File: src/rtl/core_ds_consts.svh
// Constants for the core data-space and status register block.
`ifndef CORE_DS_CONSTS_SVH
`define CORE_DS_CONSTS_SVH

// ----------------------------------------------------------------------
// Data-space map
// ----------------------------------------------------------------------
`define IO_BASE          16'h0000
`define IO_SIZE          16'h0040
`define SRAM_BASE        16'h0040
`define SRAM_SIZE        16'h0020
`define LAST_SRAM_ADDR   16'h005F
`define DIRECT_LO        16'h0040
`define DIRECT_HI        16'h00BF
`define LOCK_BASE        16'h3F00
`define FLASH_BASE       16'h4000
`define IO_DATA_OFFSET   16'h0020
`define BIT_IO_LAST      6'h1F
`define FLASH_WORDS      512
`define PC_WIDTH         9

// ----------------------------------------------------------------------
// Register offsets
// ----------------------------------------------------------------------
`define SP_LOW_IO        6'h3D
`define SP_HIGH_IO       6'h3E
`define STATUS_IO        6'h3F
`define STATUS_DATA      16'h005F
`define STATUS_RESET     8'h00

// ----------------------------------------------------------------------
// Status bit positions
// ----------------------------------------------------------------------
`define ST_I             7
`define ST_T             6
`define ST_H             5
`define ST_S             4
`define ST_V             3
`define ST_N             2
`define ST_Z             1
`define ST_C             0

// ----------------------------------------------------------------------
// Timing
// ----------------------------------------------------------------------
`define SRAM_ACCESS_CYC  2

`endif

File: src/rtl/core_ds_pkg.sv
// Types for the core data-space and status register block.
package core_ds_pkg;

	typedef enum logic [2:0] {
		SP_NONE,
		SP_PUSH,
		SP_POP,
		SP_CALL,
		SP_RET
	} sp_op_t;

	typedef enum logic [1:0] {
		PTR_HOLD,
		PTR_PREDEC,
		PTR_POSTINC
	} ptr_mode_t;

	typedef enum logic [2:0] {
		REGION_IO,
		REGION_SRAM,
		REGION_LOCK,
		REGION_FLASH,
		REGION_NONE
	} region_t;

	typedef enum logic [2:0] {
		BIT_NONE,
		BIT_SET,
		BIT_CLEAR,
		BIT_SKIP_SET,
		BIT_SKIP_CLEAR
	} bit_op_t;

endpackage

File: src/rtl/core_data_space.sv
// Core stack pointer, status flags and data-space access block.
`timescale 1ns/100ps
`include "core_ds_consts.svh"
// Function
// - stack pointer is high byte over low
// - pointer bytes at 0x3D/0x3E, reset last SRAM
// - I/O address equals data offset, no 0x20 shift
// - status at 0x3F / I/O 0x3F, reset zero
// - no interrupt while global enable clear
// - interrupt clears enable, return sets it
// - set/clear interrupt ops drive enable
// - bit store/load use copy flag
// - sign flag equals negative xor overflow
// - half carry and overflow flags recorded
// - negative, zero and carry flags recorded
// - flash is 512 words, 9-bit counter
// - flash mapped from data address 0x4000
// - 64 I/O then 32 SRAM locations
// - lock and flash windows are read-only
// - pointer pairs pre-decrement or post-increment
// - direct access limited to 0x40..0xBF
// - SRAM access takes two cycles
// - bit ops on I/O 0x00..0x1F, not serial
// - bit set/clear writes only that bit
// - stack moves by one or two
module core_data_space
	import core_ds_pkg::*;
#(
	parameter int SERIAL_FIRST = 6'h18,
	parameter int SERIAL_LAST  = 6'h1B
)(
	input  wire logic        i_mclk,
	input  wire logic        i_rst_n,
	input  wire logic        i_req,
	input  wire logic        i_we,
	input  wire logic        i_is_io_op,
	input  wire logic        i_is_direct,
	input  wire logic [15:0] i_addr,
	input  wire logic  [7:0] i_wdata,
	input  wire logic  [7:0] i_io_rdata,
	input  wire logic [15:0] i_flash_rdata,
	input  wire logic  [7:0] i_lock_rdata,
	input  wire bit_op_t     i_bit_op,
	input  wire logic  [5:0] i_bit_addr,
	input  wire logic  [2:0] i_bit_sel,
	input  wire sp_op_t      i_sp_op,
	input  wire logic        i_irq_pending,
	input  wire logic        i_irq_taken,
	input  wire logic        i_return_from_interrupt_op,
	input  wire logic        i_sei,
	input  wire logic        i_cli,
	input  wire logic        i_bst,
	input  wire logic        i_bst_val,
	input  wire logic        i_bld,
	input  wire logic        i_alu_upd,
	input  wire logic  [5:0] i_alu_mask,
	input  wire logic  [5:0] i_alu_flags,
	input  wire ptr_mode_t   i_ptr_mode,
	input  wire logic [15:0] i_ptr_in,
	input  wire logic  [8:0] i_pc,
	output logic      [15:0] o_stack_pointer,
	output logic       [7:0] o_status,
	output logic             o_irq_accept,
	output logic             o_bld_bit,
	output logic      [15:0] o_ptr_out,
	output logic      [15:0] o_ptr_addr,
	output logic       [7:0] o_rdata,
	output logic             o_rvalid,
	output logic             o_busy,
	output logic             o_io_we,
	output logic       [5:0] o_io_addr,
	output logic       [7:0] o_io_wdata,
	output logic       [7:0] o_io_wmask,
	output logic             o_skip,
	output logic             o_fault,
	output logic       [8:0] o_flash_addr
);

	// ------------------------------------------------------------------
	// Local state
	// ------------------------------------------------------------------
	logic  [7:0] stack_pointer_low;
	logic  [7:0] stack_pointer_high;
	logic  [7:0] cpu_status_flags;
	logic  [7:0] sram [0:`SRAM_SIZE-1];
	logic        sram_phase;
	logic        flash_phase;
	logic        flash_high_q;
	logic  [4:0] sram_idx_q;
	logic        sram_we_q;
	logic  [7:0] sram_wdata_q;
	logic [15:0] data_addr;
	logic [15:0] eff_addr;
	region_t     region;
	logic  [5:0] dec_io;
	logic  [4:0] dec_sram;
	logic  [8:0] dec_word;
	logic        dec_high;
	logic        direct_bad;
	logic        acc;
	logic        bit_ok;
	logic  [7:0] bit_mask;
	logic [15:0] sp_full;

	function automatic logic [7:0] onehot(input logic [2:0] sel);
		onehot = 8'h01 << sel;
	endfunction

	function automatic logic is_reg(input logic [5:0] a,
		input logic [5:0] which);
		is_reg = (a == which);
	endfunction

	// ------------------------------------------------------------------
	// Address formation
	// ------------------------------------------------------------------
	// I/O op offset used unchanged as data address.
	assign data_addr = i_is_io_op ? ({10'h000, i_addr[5:0]})
		: i_addr;
	assign eff_addr = (i_ptr_mode == PTR_PREDEC) ?
		i_ptr_in - 16'h0001 : data_addr;

	data_space_decode u_decode (
		.i_addr       (i_is_io_op ? data_addr : eff_addr),
		.o_region     (region),
		.o_io_addr    (dec_io),
		.o_sram_idx   (dec_sram),
		.o_flash_word (dec_word),
		.o_flash_high (dec_high)
	);

	assign direct_bad = i_is_direct && !i_is_io_op &&
		(i_addr < `DIRECT_LO || i_addr > `DIRECT_HI);
	assign acc = i_req && !o_busy && !direct_bad;
	assign sp_full = {stack_pointer_high, stack_pointer_low};
	// bit ops only low I/O, serial excluded.
	assign bit_ok = i_bit_addr <= `BIT_IO_LAST &&
		!(i_bit_addr >= 6'(SERIAL_FIRST) &&
		i_bit_addr <= 6'(SERIAL_LAST));
	assign bit_mask = onehot(i_bit_sel);

	// ------------------------------------------------------------------
	// Stack pointer
	// ------------------------------------------------------------------
	always_ff @(posedge i_mclk or negedge i_rst_n) begin
		if (!i_rst_n) begin
			stack_pointer_low  <= 8'(`LAST_SRAM_ADDR);
			stack_pointer_high <= 8'(`LAST_SRAM_ADDR >> 8);
		end else if (i_sp_op != SP_NONE) begin
			// push/pop by one, call/return by two.
			unique case (i_sp_op)
				SP_PUSH: {stack_pointer_high, stack_pointer_low} <=
					sp_full - 16'h0001;
				SP_POP:  {stack_pointer_high, stack_pointer_low} <=
					sp_full + 16'h0001;
				SP_CALL: {stack_pointer_high, stack_pointer_low} <=
					sp_full - 16'h0002;
				SP_RET:  {stack_pointer_high, stack_pointer_low} <=
					sp_full + 16'h0002;
				default: ;
			endcase
		end else if (acc && i_we && region == REGION_IO) begin
			if (is_reg(dec_io, `SP_LOW_IO))
				stack_pointer_low <= i_wdata;
			if (is_reg(dec_io, `SP_HIGH_IO))
				stack_pointer_high <= i_wdata;
		end
	end

	// ------------------------------------------------------------------
	// Status flags
	// ------------------------------------------------------------------
	always_ff @(posedge i_mclk or negedge i_rst_n) begin
		if (!i_rst_n) begin
			cpu_status_flags <= `STATUS_RESET;
		end else begin
			if (acc && i_we && region == REGION_IO &&
				is_reg(dec_io, `STATUS_IO))
				cpu_status_flags <= i_wdata;
			if (i_alu_upd) begin
				if (i_alu_mask[5])
					cpu_status_flags[`ST_H] <= i_alu_flags[5];
				if (i_alu_mask[3])
					cpu_status_flags[`ST_V] <= i_alu_flags[3];
				if (i_alu_mask[2])
					cpu_status_flags[`ST_N] <= i_alu_flags[2];
				if (i_alu_mask[1])
					cpu_status_flags[`ST_Z] <= i_alu_flags[1];
				if (i_alu_mask[0])
					cpu_status_flags[`ST_C] <= i_alu_flags[0];
				cpu_status_flags[`ST_S] <=
					(i_alu_mask[2] ? i_alu_flags[2] :
					cpu_status_flags[`ST_N]) ^
					(i_alu_mask[3] ? i_alu_flags[3] :
					cpu_status_flags[`ST_V]);
			end
			if (i_bst)
				cpu_status_flags[`ST_T] <= i_bst_val;
			if (i_sei)
				cpu_status_flags[`ST_I] <= 1'b1;
			if (i_cli)
				cpu_status_flags[`ST_I] <= 1'b0;
			if (i_return_from_interrupt_op)
				cpu_status_flags[`ST_I] <= 1'b1;
			if (i_irq_taken)
				cpu_status_flags[`ST_I] <= 1'b0;
		end
	end

	always_ff @(posedge i_mclk or negedge i_rst_n) begin
		if (!i_rst_n) begin
			o_irq_accept <= 1'b0;
			o_bld_bit    <= 1'b0;
			o_stack_pointer <= 16'h0000;
			o_status     <= 8'h00;
		end else begin
			o_irq_accept <= i_irq_pending &&
				cpu_status_flags[`ST_I] && !i_cli;
			// copy flag out for bit load.
			o_bld_bit    <= i_bld ? cpu_status_flags[`ST_T] :
				o_bld_bit;
			o_stack_pointer <= sp_full;
			o_status     <= cpu_status_flags;
		end
	end

	// ------------------------------------------------------------------
	// Pointer update
	// ------------------------------------------------------------------
	always_ff @(posedge i_mclk or negedge i_rst_n) begin
		if (!i_rst_n) begin
			o_ptr_out  <= 16'h0000;
			o_ptr_addr <= 16'h0000;
		end else if (acc) begin
			o_ptr_addr <= eff_addr;
			unique case (i_ptr_mode)
				PTR_PREDEC:  o_ptr_out <= eff_addr;
				PTR_POSTINC: o_ptr_out <= i_ptr_in + 16'h0001;
				default:     o_ptr_out <= i_ptr_in;
			endcase
		end
	end

	// ------------------------------------------------------------------
	// Data access
	// ------------------------------------------------------------------
	always_ff @(posedge i_mclk or negedge i_rst_n) begin
		if (!i_rst_n) begin
			sram_phase   <= 1'b0;
			flash_phase  <= 1'b0;
			flash_high_q <= 1'b0;
			sram_idx_q   <= 5'h00;
			sram_we_q    <= 1'b0;
			sram_wdata_q <= 8'h00;
			o_busy       <= 1'b0;
		end else if (sram_phase || flash_phase) begin
			sram_phase  <= 1'b0;
			flash_phase <= 1'b0;
			o_busy      <= 1'b0;
		end else if (acc && region == REGION_SRAM) begin
			sram_phase   <= 1'b1;
			o_busy       <= 1'b1;
			sram_idx_q   <= dec_sram;
			sram_we_q    <= i_we;
			sram_wdata_q <= i_wdata;
		end else if (acc && !i_we && region == REGION_FLASH) begin
			// word fetched first, byte picked next.
			flash_phase  <= 1'b1;
			flash_high_q <= dec_high;
			o_busy       <= 1'b1;
		end
	end

	always_ff @(posedge i_mclk) begin
		if (sram_phase && sram_we_q)
			sram[sram_idx_q] <= sram_wdata_q;
	end

	always_ff @(posedge i_mclk or negedge i_rst_n) begin
		if (!i_rst_n) begin
			o_rdata      <= 8'h00;
			o_rvalid     <= 1'b0;
			o_fault      <= 1'b0;
			o_flash_addr <= 9'h000;
		end else begin
			o_rvalid <= 1'b0;
			o_fault  <= i_req && !o_busy && (direct_bad ||
				(i_we && (region == REGION_LOCK ||
				region == REGION_FLASH || region == REGION_NONE)));
			if (sram_phase) begin
				o_rdata  <= sram[sram_idx_q];
				o_rvalid <= !sram_we_q;
			end else if (flash_phase) begin
				// flash byte from word and half.
				o_rdata  <= flash_high_q ? i_flash_rdata[15:8] :
					i_flash_rdata[7:0];
				o_rvalid <= 1'b1;
			end else if (acc && !i_we) begin
				o_rvalid <= region != REGION_SRAM &&
					region != REGION_FLASH;
				unique case (region)
					REGION_IO: begin
						if (is_reg(dec_io, `SP_LOW_IO))
							o_rdata <= stack_pointer_low;
						else if (is_reg(dec_io, `SP_HIGH_IO))
							o_rdata <= stack_pointer_high;
						else if (is_reg(dec_io, `STATUS_IO))
							o_rdata <= cpu_status_flags;
						else
							o_rdata <= i_io_rdata;
					end
					REGION_FLASH: o_rdata <= o_rdata;
					REGION_LOCK: o_rdata <= i_lock_rdata;
					REGION_SRAM: o_rdata <= o_rdata;
					default:     o_rdata <= 8'h00;
				endcase
			end
			// program counter or data window picks flash word.
			o_flash_addr <= (acc && region == REGION_FLASH) ?
				dec_word : i_pc;
		end
	end

	// ------------------------------------------------------------------
	// Peripheral I/O write and bit ops
	// ------------------------------------------------------------------
	always_ff @(posedge i_mclk or negedge i_rst_n) begin
		if (!i_rst_n) begin
			o_io_we    <= 1'b0;
			o_io_addr  <= 6'h00;
			o_io_wdata <= 8'h00;
			o_io_wmask <= 8'h00;
			o_skip     <= 1'b0;
		end else begin
			o_io_we <= 1'b0;
			o_skip  <= 1'b0;
			if (i_bit_op != BIT_NONE && bit_ok) begin
				o_io_addr <= i_bit_addr;
				unique case (i_bit_op)
					// mask holds only the chosen bit.
					BIT_SET: begin
						o_io_we    <= 1'b1;
						o_io_wdata <= bit_mask;
						o_io_wmask <= bit_mask;
					end
					BIT_CLEAR: begin
						o_io_we    <= 1'b1;
						o_io_wdata <= 8'h00;
						o_io_wmask <= bit_mask;
					end
					BIT_SKIP_SET:
						o_skip <= |(i_io_rdata & bit_mask);
					BIT_SKIP_CLEAR:
						o_skip <= !(|(i_io_rdata & bit_mask));
					default: ;
				endcase
			end else if (acc && i_we && region == REGION_IO &&
				!is_reg(dec_io, `SP_LOW_IO) &&
				!is_reg(dec_io, `SP_HIGH_IO) &&
				!is_reg(dec_io, `STATUS_IO)) begin
				o_io_we    <= 1'b1;
				o_io_addr  <= dec_io;
				o_io_wdata <= i_wdata;
				o_io_wmask <= 8'hFF;
			end
		end
	end

endmodule

File: src/rtl/data_space_decode.sv
// Combinational decode of a data-space address into its region.
`timescale 1ns/100ps
`include "core_ds_consts.svh"
module data_space_decode
	import core_ds_pkg::*;
(
	input  wire logic [15:0] i_addr,
	output region_t          o_region,
	output logic       [5:0] o_io_addr,
	output logic       [4:0] o_sram_idx,
	output logic       [8:0] o_flash_word,
	output logic             o_flash_high
);

	logic [15:0] flash_off;

	assign flash_off    = i_addr - `FLASH_BASE;
	assign o_flash_word = flash_off[9:1];
	assign o_flash_high = flash_off[0];
	assign o_io_addr    = i_addr[5:0];
	assign o_sram_idx   = 5'(i_addr - `SRAM_BASE);

	// I/O first, then SRAM, then NVM windows.
	always_comb begin
		if (i_addr < `IO_SIZE)
			o_region = REGION_IO;
		else if (i_addr < `SRAM_BASE + `SRAM_SIZE)
			o_region = REGION_SRAM;
		else if (i_addr >= `FLASH_BASE &&
			flash_off < 16'(2 * `FLASH_WORDS))
			o_region = REGION_FLASH;
		else if (i_addr >= `LOCK_BASE && i_addr < `FLASH_BASE)
			o_region = REGION_LOCK;
		else
			o_region = REGION_NONE;
	end

endmodule

File: config.mk
export PLATFORM = sky130hd
export DESIGN_NAME = core_data_space
export DESIGN_NICKNAME = d
export VERILOG_FILES = /design/src/rtl/core_ds_pkg.sv /design/src/rtl/core_data_space.sv /design/src/rtl/data_space_decode.sv
export VERILOG_INCLUDE_DIRS = /design/src /design/src/rtl
export SDC_FILE = /design/constraint.sdc
export NUM_CORES = 1
export LEC_CHECK = 0
export BUFFER_PORTS_ARGS = -buffer_cell sky130_fd_sc_hd__buf_2
export CORE_UTILIZATION = 50
export CTS_BUF_LIST = sky130_fd_sc_hd__clkbuf_4 sky130_fd_sc_hd__clkbuf_8 sky130_fd_sc_hd__clkbuf_16
export CTS_CLUSTER_SIZE = 40
export DETAILED_ROUTE_END_ITERATION = 6
export GPL_TIMING_DRIVEN = 0
export PLACE_DENSITY = 0.7
export REMOVE_ABC_BUFFERS = 1
export SLEW_MARGIN = 20
export SYNTH_ARGS = -nofsm -noshare
export SYNTH_HDL_FRONTEND = slang
export SYNTH_HIERARCHICAL = 1
export SYNTH_SLANG_ARGS = --single-unit
File: constraint.sdc
create_clock -name i_mclk -period 2.8 [get_ports i_mclk]
set_clock_uncertainty 0.1 [all_clocks]
set_input_delay 0.7 -clock i_mclk [delete_from_list [all_inputs] [get_ports i_mclk]]
set_output_delay 0.7 -clock i_mclk [all_outputs]
set_load 0.01 [all_outputs]
==> impl_metrics.py <==
metrics = {
    "sta": {
        "min_period_ns": 3.86,
        "maxSlewViolCount": 0,
        "max_freq_mhz": 259,
        "period_share_pct": 138,
        "slew_headroom_pct": 7.38,
        "worst_slack_ns": -1.06,
        "setup_viol": 84,
        "hold_viol": 0,
        "rsz0062_at_grt": "true",
        "tightest_slew_ns": 1.38,
    },
    "cells_and_area": {
        "syn_to_final_growth_pct": 22.2,
        "fin_cells": 2294,
        "fillers": 2842,
        "drive_gt1_share_pct": 36.0,
        "multi_input_area_sq_mm": 0.00785,
        "mostFrequentLayoutCell": "edfxtp_1",
        "num-nets-final": 1882,
        "regArea_sq_mm": 0.0113,
        "layout_common_cells": "edfxtp_1 (256), buf_2 (218), nand2_1 (129), dfrtp_1 (128), nor2_1 (85)",
    },
    "drt": {
        "wl_per_cell_microns": 24.0,
        "first_pass_iters": 7,
        "vias": 14400,
        "vias_per_cell": 6.26,
        "wirelength_microns": 55100,
        "postRouteAntennaNets": 0,
        "drc": 0,
        "dr.first_iter.drc_count": 1322,
    },
    "pwr": {
        "power.total_mw": 17.8,
        "power_leakage_nw": 8.64,
        "peakVddDrop_mv": 0.489,
        "power_density_mw_per_mm2": 764,
    },
    "die": {
        "fp.dieArea_sq_mm": 0.0390,
        "num_rows": 71,
        "chipWidth_microns": 197,
        "pin_count": 227,
        "core_sq_mm": 0.0377,
        "initial_utilization_pct": 50.7,
        "die_height_microns": 197,
    },
    "min_path": {
        "min_path_type": "in2reg",
        "min_to": "cpu_status_flags[7]$_DFFE_PN0P_",
        "min_from": "i_irq_taken",
        "whs_path_depth": 2,
    },
    "synth": {
        "yosys-top-cells-area": "edfxtp_1 (40%), dfrtp_1 (18%), mux4_2 (7.7%), nand2_1 (2.7%), mux2_2 (2.5%)",
        "netlist_instances": 1529,
        "ys.flop_type": "edfxtp_1",
        "synth_adder_area_share_pct": 0.589,
        "synth_top_family_by_area": "multiplexers",
        "synth_edf_count": 256,
        "yosys.area.top_type": "edfxtp_1",
        "yosysTopAreaCellShare_pct": 40.2,
        "avgSynthCellArea_sq_um": 12.5,
        "synth_xor_area_share_pct": 1.93,
        "ys_ff_latch": 399,
        "muxShareOfSynthArea_pct": 12.0,
        "synth-compound-area-share_pct": 11.0,
        "synth.distinct_cells": 78,
        "yosys.area_share.simple_pct": 11.7,
        "yosys_warnings": 6,
        "syn-cell-area_sq_mm": 0.0191,
        "ys_async_sr_fraction_pct": 35.8,
        "yosysSeqAreaShare_pct": 59.0,
    },
    "grt": {
        "track_usage_pct": 28.0,
        "grt_first_pass_wirelength_microns": 82200,
        "grt_pass1_vias": 13600,
        "grt_max_degree": 85,
        "globalRoute.totalOverflow": 0,
        "grt_antenna_before_repair": 1,
    },
    "worst_setup_path": {
        "end_kind": "flop",
        "ff2ff_path_depth": 6,
        "cp.required_ns": 3.16,
        "worstReg2RegStart": "sram_idx_q[0]$_DFFE_PN0P_",
        "cp-start-kind": "input pin",
        "reg2reg_setup_slack_ns": -0.41,
        "cp.arrival_ns": 4.22,
        "r2r-end": "o_rdata[7]$_DFFE_PN0P_",
        "path_class": "in2reg",
        "crit_fanout": 6,
    },
    "job": {
        "maxCapViolCount": 0,
    },
    "status": {
        "status": "finished with violations",
        "violations": "setup timing",
    },
    "placement": {
        "port_buffers": 224,
        "routabilityCongestion": 0.958,
        "hpwl_microns": 34700,
        "placed_cells": 2144,
    },
    "clocking": {
        "clk_pin_slew_ns": 0.06,
        "htreeDepth": 2,
        "cts.sinks": 399,
        "cts_root_buffer": "clkbuf_16",
        "cts_tree": "built",
        "numCtsBuffers": 42,
        "clkLatencyLatePin_ns": 0.57,
        "clock_path_buffers": 3,
    },
}
## stage by stage
| stage | worst slack, ns | util, % | setup TNS (ns) | area, sq um | hold slack [ns] |
|---|---|---|---|---|---|
| final | -1.06 | 62.0 | -73.61 | 23300 | 0.199 |
| after global routing | -1.17 | 62.0 | -84.02 | 23300 | 0.183 |
| after floorplan | -2.26 | - | -429.83 | 18500 | 0.273 |
| after CTS | -0.917 | 61.2 | -63.20 | 23000 | 0.178 |
| after detailed placement | -3.04 | 54.3 | -235.27 | 20400 | 0.309 |
| after global placement | -4.63 | 53.8 | -1186.14 | 20300 | 0.296 |
## kinds of logic (layout without fill, tap and decap cells)
kind of cell | after synthesis | count (layout)
compound gates | 327 | 329
other cells | 0 | 1
mux | 142 | 142
simple gates | 447 | 447
fa+ha+maj | 9 | 9
buf+inv | 163 | 414
flops | 399 | 399
xor+xnor | 42 | 42
## worst max path at each step
stage / cells after the start / to / slack, ns / startpoint
after global routing: 19 / stack_pointer_low[7]$_DFFE_PN0P_ / -1.17 / i_ptr_in[1]
final: 19 / stack_pointer_low[5]$_DFFE_PN0P_ / -1.06 / i_ptr_in[1]
after floorplan: 9 / stack_pointer_low[7]$_DFFE_PN0P_ / -2.26 / i_ptr_mode[1]
after global placement: 10 / stack_pointer_low[5]$_DFFE_PN0P_ / -4.63 / i_ptr_mode[1]
after detailed placement: 13 / flash_high_q$_DFFE_PN0P_ / -3.04 / i_ptr_in[3]
after CTS: 18 / stack_pointer_high[6]$_DFFE_PN0P_ / -0.92 / i_ptr_in[3]
## cell usage after synthesis (all sizes together), types with 11 or more instances
library cell  number
buf               45
a221oi            14
edfxtp           256
mux2i             33
a22oi             12
mux2              44
nor4              13
nand4             13
o211ai            12
xor2              24
xnor2             18
or3               17
mux4              65
nand3b            15
clkbuf            81
nand2            135
inv               36
o22ai             14
and3              12
nand3             41
dfrtp            137
a21oi             83
a31oi             19
nor3              31
o31ai             11
nor2             124
o21ai             91
## critical path: stages
cell and delay [ns]:
clkbuf_4 0.16, inv_2 0.09, ha_4 0.17, nand3b_1 0.13, o31a_1 0.28, o21ai_2 0.15, a21boi_4 0.22, nor2_2 0.07
or4_4 0.51, nor2_4 0.17, a21oi_4 0.10, nor4b_4 0.36, buf_4 0.20, nand2_4 0.06, nor4_4 0.25, o21ai_2 0.11
buf_6 0.21, o21bai_4 0.16, o2bb2ai_1 0.12
## layout make-up
class	count	share of cell area, %
antenna	1	0.0107
clock buffer	49	4.73
clock inverter	29	1.59
inverter	37	0.638
multi-input combinational	969	33.6
sequential	399	48.4
tap	511	2.74
timing repair buffer	298	8.29
timing repair inverter	1	0.0214
## power breakdown
group	internal (mW)	switching [mW]	total [mW]
Sequential	7.08	1.05	8.13
Combinational	1.71	2.08	3.79
Clock	3.51	2.41	5.92
## state kept, by name, indices dropped and copies added, names as in the netlist, 5 cells and up
| name | count |
|---|---|
| sram | 256 |
| o_ptr_addr | 16 |
| o_ptr_out | 16 |
| o_stack_pointer | 16 |
| o_flash_addr | 9 |
| cpu_status_flags | 8 |
| o_io_wdata | 8 |
| o_io_wmask | 8 |
| o_rdata | 8 |
| o_status | 8 |
| sram_wdata_q | 8 |
| stack_pointer_high | 8 |
| stack_pointer_low | 8 |
| o_io_addr | 6 |
| sram_idx_q | 5 |
## what timing repair did
action                                 in CTS  in global routing
pin swaps                                  53                 20
hold buffers                                1                  0
endpoints found under the hold margin      54                  0
setup endpoints to repair                 239                236
gates cloned                                3                  0
resized for setup                         169                 53
buffers inserted                           57                 10
## per-layer routing
metal	part of all wire, %	wire length, microns	vias up	track usage [%]
met5	0.024	13	-	0
met4	3.7	2030	2	11.2
met3	9.1	5020	151	4.23
met2	48	26700	851	44.8
met1	39	21400	7115	38.6
li1	-	-	6243	-
Power figures use the tool's default switching activity.
